`src/design/azbs_pkg.sv`:
```
// Constants and types for the arc zone blocking and status block
package azbs_pkg;
  localparam int unsigned NUM_ZONES    = 4;
  localparam int unsigned NUM_CHAN     = 4;
  localparam int unsigned CODE_W       = 5;
  localparam int unsigned TIME_W       = 32;
  localparam int unsigned CUR_W        = 16;
  localparam int unsigned CLK_HZ       = 10000000;
  localparam int unsigned BLOCK_LEAD_MS = 5;
  localparam int unsigned BLOCK_LEAD_CYC = (BLOCK_LEAD_MS * (CLK_HZ / 1000));
  localparam logic [CODE_W-1:0] SC_PH_BLOCKED  = 5'h00;
  localparam logic [CODE_W-1:0] SC_PH_START    = 5'h01;
  localparam logic [CODE_W-1:0] SC_RES_BLOCKED = 5'h02;
  localparam logic [CODE_W-1:0] SC_RES_START   = 5'h03;
  localparam logic [CODE_W-1:0] SC_CHAN_BASE   = 5'h04;
  localparam logic [CODE_W-1:0] SC_DIG_INPUT   = 5'h0C;
  localparam logic [CODE_W-1:0] SC_FAULT_BASE  = 5'h0D;
  localparam logic [CODE_W-1:0] SC_IO_FAULT    = 5'h11;
  localparam logic [CODE_W-1:0] SC_NONE        = 5'h1F;
  localparam logic [3:0]        ZC_NONE        = 4'hF;
  localparam logic [1:0]        FT_PHASE       = 2'h1;
  localparam logic [1:0]        FT_RESIDUAL    = 2'h2;
  localparam logic [1:0]        FT_SENSOR      = 2'h0;
  typedef enum logic [1:0] {
    AZBS_DI_OFF     = 2'b00,
    AZBS_DI_LIGHT   = 2'b01,
    AZBS_DI_CURRENT = 2'b10
  } azbs_di_mode_t;
endpackage

```
`src/design/azbs_top.sv`:
```
// Arc zone blocking decision, event capture and status codes
`timescale 1ns/1ps
module azbs_top
  import azbs_pkg::*;
(
  input  wire logic                          clk_sys_i,
  input  wire logic                          reset_i,
  input  wire logic                          cycle_tick_i,
  input  wire logic                          block_i,
  input  wire logic [TIME_W-1:0]             time_i,
  input  wire logic [CUR_W-1:0]              cur_a_i,
  input  wire logic [CUR_W-1:0]              cur_b_i,
  input  wire logic [CUR_W-1:0]              cur_c_i,
  input  wire logic [CUR_W-1:0]              cur_res_i,
  input  wire logic [NUM_ZONES-1:0]          zone_en_i,
  input  wire logic [NUM_ZONES-1:0]          zone_ph_en_i,
  input  wire logic [NUM_ZONES-1:0]          zone_res_en_i,
  input  wire logic [NUM_ZONES*NUM_CHAN-1:0] zone_light_en_i,
  input  wire logic [NUM_ZONES*NUM_CHAN-1:0] zone_pres_en_i,
  input  wire logic [NUM_ZONES*2-1:0]        zone_di_mode_i,
  input  wire logic                          ph_start_i,
  input  wire logic                          res_start_i,
  input  wire logic [NUM_CHAN-1:0]           light_i,
  input  wire logic [NUM_CHAN-1:0]           pres_i,
  input  wire logic                          di_i,
  input  wire logic [NUM_CHAN-1:0]           sensor_fault_i,
  input  wire logic                          io_unit_fault_i,
  output logic [NUM_ZONES-1:0]               zone_trip_o,
  output logic [NUM_ZONES-1:0]               zone_blocked_o,
  output logic                               display_notice_o,
  output logic                               block_evt_o,
  output logic [TIME_W-1:0]                  evt_time_o,
  output logic [CUR_W-1:0]                   evt_cur_a_o,
  output logic [CUR_W-1:0]                   evt_cur_b_o,
  output logic [CUR_W-1:0]                   evt_cur_c_o,
  output logic [CUR_W-1:0]                   evt_cur_res_o,
  output logic [1:0]                         evt_fault_type_o,
  output logic [NUM_ZONES-1:0]               evt_zones_o,
  output logic [3:0]                         zone_condition_code_o,
  output logic [CODE_W-1:0]                  sensor_status_o
);
  logic                 blk_smp_ff, nxt_blk_smp;
  logic                 eval_ff, nxt_eval;
  logic [NUM_ZONES-1:0] trip_w;
  logic [NUM_ZONES-1:0] blk_w;
  logic [NUM_ZONES-1:0] evt_w;
  logic                 notice_ff, nxt_notice;
  logic                 evt_ff, nxt_evt;
  logic [TIME_W-1:0]    time_ff, nxt_time;
  logic [CUR_W-1:0]     ca_ff, nxt_ca;
  logic [CUR_W-1:0]     cb_ff, nxt_cb;
  logic [CUR_W-1:0]     cc_ff, nxt_cc;
  logic [CUR_W-1:0]     cr_ff, nxt_cr;
  logic [1:0]           ft_ff, nxt_ft;
  logic [NUM_ZONES-1:0] ez_ff, nxt_ez;
  logic [3:0]           zc_ff, nxt_zc;
  logic [CODE_W-1:0]    sc_ff, nxt_sc;

  always_comb begin
    nxt_blk_smp = cycle_tick_i ? block_i : blk_smp_ff;
    nxt_eval    = cycle_tick_i;
  end

  // Zone decision slices
  genvar z;
  generate
    for (z = 0; z < NUM_ZONES; z++) begin : g_zone
      azbs_zone u_zone (
        .clk_sys_i   (clk_sys_i),
        .reset_i     (reset_i),
        .eval_i      (eval_ff),
        .block_i     (blk_smp_ff),
        .enable_i    (zone_en_i[z]),
        .ph_en_i     (zone_ph_en_i[z]),
        .res_en_i    (zone_res_en_i[z]),
        .light_en_i  (zone_light_en_i[z*NUM_CHAN +: NUM_CHAN]),
        .pres_en_i   (zone_pres_en_i[z*NUM_CHAN +: NUM_CHAN]),
        .di_mode_i   (zone_di_mode_i[z*2 +: 2]),
        .ph_start_i  (ph_start_i),
        .res_start_i (res_start_i),
        .light_i     (light_i),
        .pres_i      (pres_i),
        .di_i        (di_i),
        .trip_o      (trip_w[z]),
        .blocked_o   (blk_w[z]),
        .block_evt_o (evt_w[z])
      );
    end
  endgenerate

  always_comb begin
    nxt_notice = 1'b0;
    nxt_evt    = 1'b0;
    nxt_time   = time_ff;
    nxt_ca     = ca_ff;
    nxt_cb     = cb_ff;
    nxt_cc     = cc_ff;
    nxt_cr     = cr_ff;
    nxt_ft     = ft_ff;
    nxt_ez     = ez_ff;
    if (|evt_w) begin
      nxt_notice = 1'b1;
      nxt_evt    = 1'b1;
      nxt_time   = time_i;
      nxt_ca     = cur_a_i;
      nxt_cb     = cur_b_i;
      nxt_cc     = cur_c_i;
      nxt_cr     = cur_res_i;
      nxt_ez     = evt_w;
      nxt_ft     = ph_start_i ? FT_PHASE : (res_start_i ? FT_RESIDUAL : FT_SENSOR);
    end
  end

  always_comb begin
    nxt_zc = ZC_NONE;
    for (int i = NUM_ZONES - 1; i >= 0; i--) begin
      if (trip_w[i]) begin
        nxt_zc = 4'(2 * i);
      end else if (blk_w[i]) begin
        nxt_zc = 4'(2 * i + 1);
      end
    end
  end

  always_comb begin
    nxt_sc = SC_NONE;
    if (io_unit_fault_i) begin
      nxt_sc = SC_IO_FAULT;
    end else if (|sensor_fault_i) begin
      for (int c = NUM_CHAN - 1; c >= 0; c--) begin
        if (sensor_fault_i[c]) begin
          nxt_sc = SC_FAULT_BASE + CODE_W'(c);
        end
      end
    end else if (ph_start_i) begin
      nxt_sc = blk_smp_ff ? SC_PH_BLOCKED : SC_PH_START;
    end else if (res_start_i) begin
      nxt_sc = blk_smp_ff ? SC_RES_BLOCKED : SC_RES_START;
    end else if ((|light_i) || (|pres_i)) begin
      for (int c = NUM_CHAN - 1; c >= 0; c--) begin
        if (pres_i[c]) begin
          nxt_sc = SC_CHAN_BASE + CODE_W'(2 * c + 1);
        end
        if (light_i[c]) begin
          nxt_sc = SC_CHAN_BASE + CODE_W'(2 * c);
        end
      end
    end else if (di_i) begin
      nxt_sc = SC_DIG_INPUT;
    end
  end

  // Sample and evaluation registers
  always_ff @(posedge clk_sys_i) begin
    if (reset_i) begin
      blk_smp_ff <= 1'b0;
      eval_ff    <= 1'b0;
    end else begin
      blk_smp_ff <= nxt_blk_smp;
      eval_ff    <= nxt_eval;
    end
  end

  // Event registers
  always_ff @(posedge clk_sys_i) begin
    if (reset_i) begin
      notice_ff  <= 1'b0;
      evt_ff     <= 1'b0;
      time_ff    <= '0;
      ca_ff      <= '0;
      cb_ff      <= '0;
      cc_ff      <= '0;
      cr_ff      <= '0;
      ft_ff      <= FT_SENSOR;
      ez_ff      <= '0;
    end else begin
      notice_ff  <= nxt_notice;
      evt_ff     <= nxt_evt;
      time_ff    <= nxt_time;
      ca_ff      <= nxt_ca;
      cb_ff      <= nxt_cb;
      cc_ff      <= nxt_cc;
      cr_ff      <= nxt_cr;
      ft_ff      <= nxt_ft;
      ez_ff      <= nxt_ez;
    end
  end

  // Condition code register
  always_ff @(posedge clk_sys_i) begin
    if (reset_i) begin
      zc_ff <= ZC_NONE;
    end else begin
      zc_ff <= nxt_zc;
    end
  end

  // Sensor status register
  always_ff @(posedge clk_sys_i) begin
    if (reset_i) begin
      sc_ff <= SC_NONE;
    end else begin
      sc_ff <= nxt_sc;
    end
  end

  assign zone_trip_o           = trip_w;
  assign zone_blocked_o        = blk_w;
  assign display_notice_o      = notice_ff;
  assign block_evt_o           = evt_ff;
  assign evt_time_o            = time_ff;
  assign evt_cur_a_o           = ca_ff;
  assign evt_cur_b_o           = cb_ff;
  assign evt_cur_c_o           = cc_ff;
  assign evt_cur_res_o         = cr_ff;
  assign evt_fault_type_o      = ft_ff;
  assign evt_zones_o           = ez_ff;
  assign zone_condition_code_o = zc_ff;
  assign sensor_status_o       = sc_ff;
endmodule

```
`src/design/azbs_zone.sv`:
```
// One zone: pick-up logic and trip or blocked decision
`timescale 1ns/1ps
module azbs_zone
  import azbs_pkg::*;
(
  input  wire logic                clk_sys_i,
  input  wire logic                reset_i,
  input  wire logic                eval_i,
  input  wire logic                block_i,
  input  wire logic                enable_i,
  input  wire logic                ph_en_i,
  input  wire logic                res_en_i,
  input  wire logic [NUM_CHAN-1:0] light_en_i,
  input  wire logic [NUM_CHAN-1:0] pres_en_i,
  input  wire logic [1:0]          di_mode_i,
  input  wire logic                ph_start_i,
  input  wire logic                res_start_i,
  input  wire logic [NUM_CHAN-1:0] light_i,
  input  wire logic [NUM_CHAN-1:0] pres_i,
  input  wire logic                di_i,
  output logic                     trip_o,
  output logic                     blocked_o,
  output logic                     block_evt_o
);
  logic pickup;
  logic sens;
  logic cur_ok;
  logic trip_ff, nxt_trip;
  logic blk_ff, nxt_blk;
  logic evt_ff, nxt_evt;

  always_comb begin
    // Zone pick-up from sensors
    // any enabled channel
    sens   = |((light_i & light_en_i) | (pres_i & pres_en_i));
    cur_ok = (!ph_en_i && !res_en_i) || (ph_en_i && ph_start_i) || (res_en_i && res_start_i);
    pickup = 1'b0;
    if (enable_i) begin
      pickup = sens && cur_ok;
      unique case (azbs_di_mode_t'(di_mode_i))
        AZBS_DI_LIGHT:   pickup = pickup || di_i;
        AZBS_DI_CURRENT: pickup = pickup || (di_i && sens);
        default:         pickup = pickup;
      endcase
    end
  end

  always_comb begin
    nxt_trip = trip_ff;
    nxt_blk  = blk_ff;
    nxt_evt  = 1'b0;
    if (eval_i) begin
      if (!pickup) begin
        nxt_trip = 1'b0;
        nxt_blk  = 1'b0;
      end else if (block_i) begin
        nxt_evt  = !blk_ff;
        nxt_trip = 1'b0;
        nxt_blk  = 1'b1;
      end else if (!blk_ff) begin
        nxt_trip = 1'b1;
      end
    end
  end

  always_ff @(posedge clk_sys_i) begin
    if (reset_i) begin
      trip_ff <= 1'b0;
      blk_ff  <= 1'b0;
      evt_ff  <= 1'b0;
    end else begin
      trip_ff <= nxt_trip;
      blk_ff  <= nxt_blk;
      evt_ff  <= nxt_evt;
    end
  end

  assign trip_o      = trip_ff;
  assign blocked_o   = blk_ff;
  assign block_evt_o = evt_ff;
endmodule

```
`config.mk`:
```
export PLATFORM = sky130hd
export DESIGN_NAME = azbs_top
export DESIGN_NICKNAME = d
export VERILOG_FILES = /design/src/design/azbs_pkg.sv /design/src/design/azbs_top.sv /design/src/design/azbs_zone.sv
export SDC_FILE = /design/constraint.sdc
export NUM_CORES = 1
export LEC_CHECK = 0
export BUFFER_PORTS_ARGS = -buffer_cell sky130_fd_sc_hd__clkbuf_2
export CAP_MARGIN = 20
export CELL_PAD_IN_SITES_DETAIL_PLACEMENT = 1
export CELL_PAD_IN_SITES_GLOBAL_PLACEMENT = 1
export CORE_ASPECT_RATIO = 0.9
export CORE_UTILIZATION = 30
export CTS_CLUSTER_DIAMETER = 200
export DETAILED_ROUTE_END_ITERATION = 6
export GPL_ROUTABILITY_DRIVEN = 0
export GPL_TIMING_DRIVEN = 0
export HOLD_SLACK_MARGIN = 0.12
export PLACE_DENSITY_LB_ADDON = 0.2
export SETUP_SLACK_MARGIN = 0.2
export SLEW_MARGIN = 30
export SYNTH_ARGS = -nofsm -noshare
export SYNTH_HDL_FRONTEND = slang
export SYNTH_SLANG_ARGS = --single-unit
```
`constraint.sdc`:
```
create_clock -name clk_sys_i -period 2 [get_ports clk_sys_i]
set_input_delay 0.3 -clock clk_sys_i [delete_from_list [all_inputs] [get_ports clk_sys_i]]
set_output_delay 0.3 -clock clk_sys_i [all_outputs]
set_load 0.01 [all_outputs]
```
==> results.cfg, run 1 <==
[outcome]
status = finished, final reports clean

[synth]
synth_cells = 611
synth_edf_count = 0
yosysSeqAreaShare_pct = 51.35
synth_seq_cells = 126
syn_area_per_cell_sq_um = 8.040
ys_async_sr_fraction_pct = 0
syn-num-nets = 783
synth_flop_cell = dfxtp_1
syn_area_sq_mm = 0.004912
post_synth_num_cell_types = 46
ys_warn_count = 0

[sta]
tightest_slew_ns = 0.5860
fin_skew_ns = 0.01107
setup_tns_ns = 0
fin_crit_ns = 1.687
rsz0062_at_grt = no
setup_viol = 0
max_freq_ghz = 0.5929
hold-worst-slack_ns = 0.1335
hold_viol_final = 0
period_share_pct = 84.33
slew_headroom_pct = 60.61
slew_viol_final = 0

[placed_design]
placed_cells = 1098
dp.final_hpwl_um = 13930
portBuffers = 285

[global_routing]
grt_first_pass_wirelength_um = 29620
first_global_vias = 5873
grt-ovfl-total = 0
gr-usage-all-layers_pct = 23.32
antenna_found_initial = 0
grt_max_degree = 17

[final_layout]
fin_cells = 1215
n_fill_cell = 1954
diodes = 0
layout-drive-gt1-share_pct = 34.35
utilization_pct = 51.13
regArea_sq_mm = 0.002522
multi_input_area_sq_mm = 0.002096
fin_nets = 1172
area_delta_synth_final_pct = 63.53

[floorplanning]
rows = 43
core_area_sq_mm = 0.01571
pin_count = 289
die_h_um = 123.4
die_w_um = 136.9
dieArea_sq_mm = 0.01689
start_util_pct = 31.27

[clock_network]
cts_root_buf = clkbuf_16
cts-htree-levels = 4
clockBufferDepth = 2
clk_pin_slew_ns = 0.06
cts_setup_buffers = 0
cts.sinks = 126
cts_tree = done
cts_made_buffers = 17
clock_latency_ns = 0.42

[route]
drc = 0
vias_per_cell = 4.747
drt-wirelength-per-cell_um = 16.31
ant_nets = 0
via_count = 5767
wirelength_um = 19820
dr.pass1.iters = 4
drt-initial-drc-count = 149

[worst_hold_path]
min_to = evt_cur_c_o[6]$_SDFFE_PP0P_
hold_depth = 3
min-delay-start = cur_c_i[6]
hold_path_class = in -> reg

[power_and_ir_drop]
finalPower_mw = 6.340
p_leak_nw = 3.582
irDropWorstVdd_v = 0.0006685
power.density_mw_per_mm2 = 789.3

[setup_path]
r2r-start = g_zone[3].u_zone.block_evt_o$_SDFF_PP0_
reg2regPathDepth = 5
r2r-end = evt_cur_a_o[11]$_SDFFE_PP0P_
cp.required_ns = 2.26
crit_type = reg -> reg
worstPathArrival_ns = 1.95
crit_fanout = 10
rrSetupSlack_ns = 0.31
worstSetupStartpointType = flip-flop
end_kind = flip-flop

[job]
max_cap_viol_count = 0
==> flip-flops by register name (all words and copies together), names as in the netlist, 5 cells and up <==
name,count
evt_cur_c_o,16
evt_cur_res_o,16
evt_cur_a_o,16
sensor_status_o,5
evt_time_o,32
evt_cur_b_o,16
==> synth_stat cells (all sizes together) (2+ instances only) <==
cell,number,share of area (%)
a211oi,3,0.46
a21o,2,0.31
a21oi,108,11
a22oi,23,3.5
a311oi,3,0.53
and3,3,0.38
buf,23,3.3
clkbuf,24,1.9
dfxtp,126,51
ha,4,1.0
inv,13,0.99
nand2,198,15
nand2b,2,0.25
nand4,3,0.38
nor2,25,1.9
nor2b,3,0.38
nor3,6,0.61
nor4,4,0.76
nor4b,3,0.53
o21a,2,0.31
o21ai,6,0.61
o21bai,5,0.76
o221ai,4,0.71
or2,3,0.38
or4,2,0.38
==> cell type report <==
cell class / count / share of cell area (%)
inverter: 13 / 0.6075
clock buffer: 21 / 5.732
timing repair buffer: 370 / 28.35
multi-input combinational: 425 / 26.09
buffer: 47 / 3.224
tap: 202 / 3.146
sequential: 126 / 31.40
clock inverter: 11 / 1.449
==> placed cells by master, fill, tap and decap left out, types with 2 or more instances in the layout <==
cell,instances
clkbuf_2,288
nand2_1,198
dfxtp_1,126
a21oi_1,108
dlygate4sd3_1,85
nor2_1,25
clkbuf_1,23
a22oi_1,23
clkbuf_16,17
inv_1,12
buf_4,10
buf_2,9
nor3_1,6
o21ai_0,5
o21bai_1,5
clkinv_2,5
buf_6,4
o221ai_1,4
ha_1,4
nor2b_1,3
a211oi_1,3
nand4_1,3
nor4b_1,3
and3_1,3
a311oi_1,3
clkinvlp_4,3
a21o_1,2
nor4_1,2
or2_2,2
nand2b_1,2
o21a_1,2
clkbuf_8,2
bufinv_16,2
==> critical path, cell delays in order (launching register included) <==
cell,delay [ns]
dfxtp_1,0.34
or4_1,0.51
buf_2,0.20
clkbuf_1,0.25
nand2_1,0.13
a21oi_1,0.11
==> worst max path at each step <==
stage,from,end,slack [ns],cells past startpoint
finish,g_zone[3].u_zone.block_evt_o$_SDFF_PP0_,evt_cur_a_o[11]$_SDFFE_PP0P_,0.31,5
CTS,reset_i,evt_cur_c_o[6]$_SDFFE_PP0P_,0.24,5
detailed placement,reset_i,evt_cur_c_o[6]$_SDFFE_PP0P_,-0.22,5
global placement,reset_i,evt_cur_c_o[3]$_SDFFE_PP0P_,-0.14,5
global route,g_zone[3].u_zone.block_evt_o$_SDFF_PP0_,evt_cur_a_o[11]$_SDFFE_PP0P_,0.22,5
floorplan,light_i[1],sensor_status_o[2]$_SDFF_PP1_,0.54,5
==> layer usage <==
layer / routed length [um] / global-route usage [%]
met2: 10140 / 43.02
met5: 0 / 0
met1: 7803 / 24.72
met4: 594 / 8.860
met3: 1280 / 7.339
==> cells by family (layout without fill, tap and decap cells) <==
logic type | after synthesis | count (layout) | share of synthesized area (%)
AO/OA/AOI/OAI | 163 | 163 | 19.41
AND/OR/NAND/NOR | 257 | 257 | 21.85
adder cells (fa/ha/maj) | 4 | 4 | 1.019
multiplexers | 1 | 1 | 0.2038
flip-flops | 126 | 126 | 51.35
buffers and inverters | 60 | 462 | 6.164
==> per-stage QoR <==
step           setup slack [ns]  area (sq um)
2_1_floorplan            0.5388          4912
3_3_place_gp            -0.1446          6591
3_5_place_dp            -0.2185          6591
4_1_cts                  0.2388          8028
5_1_grt                  0.2214          8033
6_report                 0.3134          8033
==> power by group <==
| part | leakage (nW) | internal [mW] | switching, mW | total [mW] |
|---|---|---|---|---|
| registers | 1.02 | 2.57 | 0.0377 | 2.61 |
| logic | 2.28 | 0.377 | 0.357 | 0.734 |
| clock network | 0.279 | 1.89 | 1.11 | 2.99 |
| total | 3.58 | 4.84 | 1.50 | 6.34 |
==> what timing repair did <==
action | CTS | global route
hold endpoints to repair | 85 | 0
setup endpoints to repair | 8 | 43
hold buffers | 85 | 0
cloned | 0 | 0
gates resized for setup | 1 | 6
(Power assumes the default switching activity.)
==> run 2: changes to the inputs <==
--- a/config.mk
+++ b/config.mk
@@ -10,7 +10,7 @@
 export CELL_PAD_IN_SITES_DETAIL_PLACEMENT = 1
 export CELL_PAD_IN_SITES_GLOBAL_PLACEMENT = 1
 export CORE_ASPECT_RATIO = 0.9
-export CORE_UTILIZATION = 30
+export CORE_UTILIZATION = 27
 export CTS_CLUSTER_DIAMETER = 200
 export DETAILED_ROUTE_END_ITERATION = 6
 export GPL_ROUTABILITY_DRIVEN = 0
==> constraint.sdc (replaced) <==
create_clock -name clk_sys_i -period 1.39 [get_ports clk_sys_i]
set_input_delay 0.2085 -clock clk_sys_i [delete_from_list [all_inputs] [get_ports clk_sys_i]]
set_output_delay 0.2085 -clock clk_sys_i [all_outputs]
set_load 0.01 [all_outputs]
==> results.cfg, run 2 (same netlist as run 1, synthesis figures left out) <==
[outcome]
status = finished, violations left
violations = setup timing

[floorplanning]
die_w_um = 144.2
rows = 46
die_h_um = 130.0
dieArea_sq_mm = 0.01874
start_util_pct = 27.71
pin_count = 289
core_area_sq_mm = 0.01773

[setup_path]
r2r-start = g_zone[0].u_zone.block_evt_o$_SDFF_PP0_
rrSetupSlack_ns = -0.19
end_kind = flip-flop
worstPathArrival_ns = 1.84
r2r-end = evt_cur_c_o[9]$_SDFFE_PP0P_
worstSetupStartpointType = flip-flop
crit_type = reg -> reg
worstSetupEndpoint = evt_cur_c_o[9]$_SDFFE_PP0P_
reg2regPathDepth = 6
crit_fanout = 10
crit_start = g_zone[0].u_zone.block_evt_o$_SDFF_PP0_
cp.required_ns = 1.65

[route]
drc = 0
via_count = 5854
routed-wl-met3_um = 1196
highest_layer = met4
wirelength_um = 20950
ant_nets = 0
drt-wirelength-per-cell_um = 16.30
dr.pass1.iters = 4
wl_met2_um = 10570
drt-initial-drc-count = 142
vias_per_cell = 4.556
met1_length_um = 8723

[power_and_ir_drop]
seq_power_share_pct = 40.9
irDropWorstVdd_v = 0.0006419
power.density_mw_per_mm2 = 1036
finalPower_mw = 9.168
switching_power_mw = 2.207
power_frac_comb_pct = 13.4
sw_frac_of_total_pct = 24.08
clockPowerShare_pct = 45.7
p_int_mw = 6.960
p_leak_nw = 3.917

[clock_network]
clock_latency_ns = 0.41
cts.sinks = 126
cts_tree = done
cts-htree-levels = 4
cts_made_buffers = 17
cts_root_buf = clkbuf_16
clockBufferDepth = 2
clk_pin_slew_ns = 0.05

[sta]
fin_crit_ns = 1.577
hold-worst-slack_ns = 0.1453
final.setup.worst_slack_ns = -0.1868
rsz0062_at_grt = yes
fin_skew_ns = 0.007831
setup_viol = 97
max_freq_ghz = 0.6342
hold_viol_final = 0
slew_headroom_pct = 63.04
period_share_pct = 113.4
tightest_slew_ns = 0.5545
slew_viol_final = 0

[global_routing]
grt-ovfl-total = 0
gr-usage-all-layers_pct = 22.26
antenna_found_initial = 0
first_global_vias = 6138
grt_max_degree = 17
grt_first_pass_wirelength_um = 31530

[final_layout]
fin_nets = 1205
most-common-layout-cells = clkbuf_2 (279), nand2_1 (183), dfxtp_1 (113)
utilization_pct = 49.91
area_delta_synth_final_pct = 80.11
largest_register_ffs = 32
layout-drive-gt1-share_pct = 40.71
final_common_cell = clkbuf_2
n_fill_cell = 2178

[placed_design]
dp.final_hpwl_um = 13930
portBuffers = 285

[job]
max_cap_viol_count = 0

[worst_hold_path]
hold_path_class = in -> reg
==> run 2: power groups by stage <==
stage,Clock [mW],Combinational (mW),Sequential [mW]
after floorplan,0,0.361,3.86
after global placement,0,0.856,3.84
after detailed placement,0,0.861,3.84
after CTS,4.29,1.18,3.75
after global routing,4.46,1.34,3.76
final,4.19,1.23,3.75
==> run 2: repair_timing <==
item | 4_1_cts | 5_1_grt
cloned | 1 | 0
setup buffers | 14 | 0
endpoints found under the hold margin | 103 | 0
hold buffers | 103 | 0
pin swaps | 15 | 6
gates resized for setup | 77 | 50
endpoints found under the setup margin | 126 | 122
==> run 2: area by class of cell <==
type	count	area (sq um)	share of cell area (%)
Antenna cell	1	2.502	0.02828
Multi-Input combinational cell	425	2311	26.12
Clock buffer	23	488.0	5.515
Timing Repair Buffer	403	2669	30.17
Sequential cell	126	2559	28.92
Inverter	13	53.80	0.6081
Clock inverter	7	62.56	0.7071
Tap cell	240	300.3	3.394
Buffer	47	401.6	4.540
==> run 2: layer usage <==
metal | up-vias | global-route usage (%)
li1 | 2913 | -
met1 | 2702 | 25.24
met2 | 209 | 40.21
met3 | 30 | 5.982
met4 | 0 | 7.740
met5 | - | 0
==> run 2: stage by stage <==
step / cell area, sq um / cells / setup TNS [ns] / setup slack [ns]
6_report: 8847 / 1285 / -12.33 / -0.1868
4_1_cts: 8690 / 1284 / -12.17 / -0.1821
3_5_place_dp: 6710 / 1136 / -47.28 / -0.7078
5_1_grt: 8845 / 1284 / -17.71 / -0.2424
2_1_floorplan: 4984 / 611 / -1.849 / -0.06163
3_3_place_gp: 6710 / 1136 / -43.48 / -0.6458
==> run 2: how the worst min path moves through the flow <==
stage                     cells past startpoint                       endpoint  slack (ns)                          start
after floorplan                               1  sensor_status_o[0]$_SDFF_PP1_        0.31                     light_i[0]
after global placement                        2  evt_cur_res_o[6]$_SDFFE_PP0P_        0.44  evt_cur_res_o[6]$_SDFFE_PP0P_
after detailed placement                      3    evt_time_o[16]$_SDFFE_PP0P_        0.44                     time_i[16]
after CTS                                     4  sensor_status_o[1]$_SDFF_PP1_        0.13              sensor_fault_i[0]
after global routing                          2  sensor_status_o[0]$_SDFF_PP1_        0.15                     light_i[0]
final                                         2  sensor_status_o[0]$_SDFF_PP1_        0.15                     light_i[0]
==> run 2: worst max-delay path, stage by stage (launching register included) <==
cell	delay (ns)
dfxtp_4	0.36
or4_4	0.52
buf_8	0.16
buf_12	0.14
buf_8	0.13
nand2_2	0.06
a21oi_1	0.07
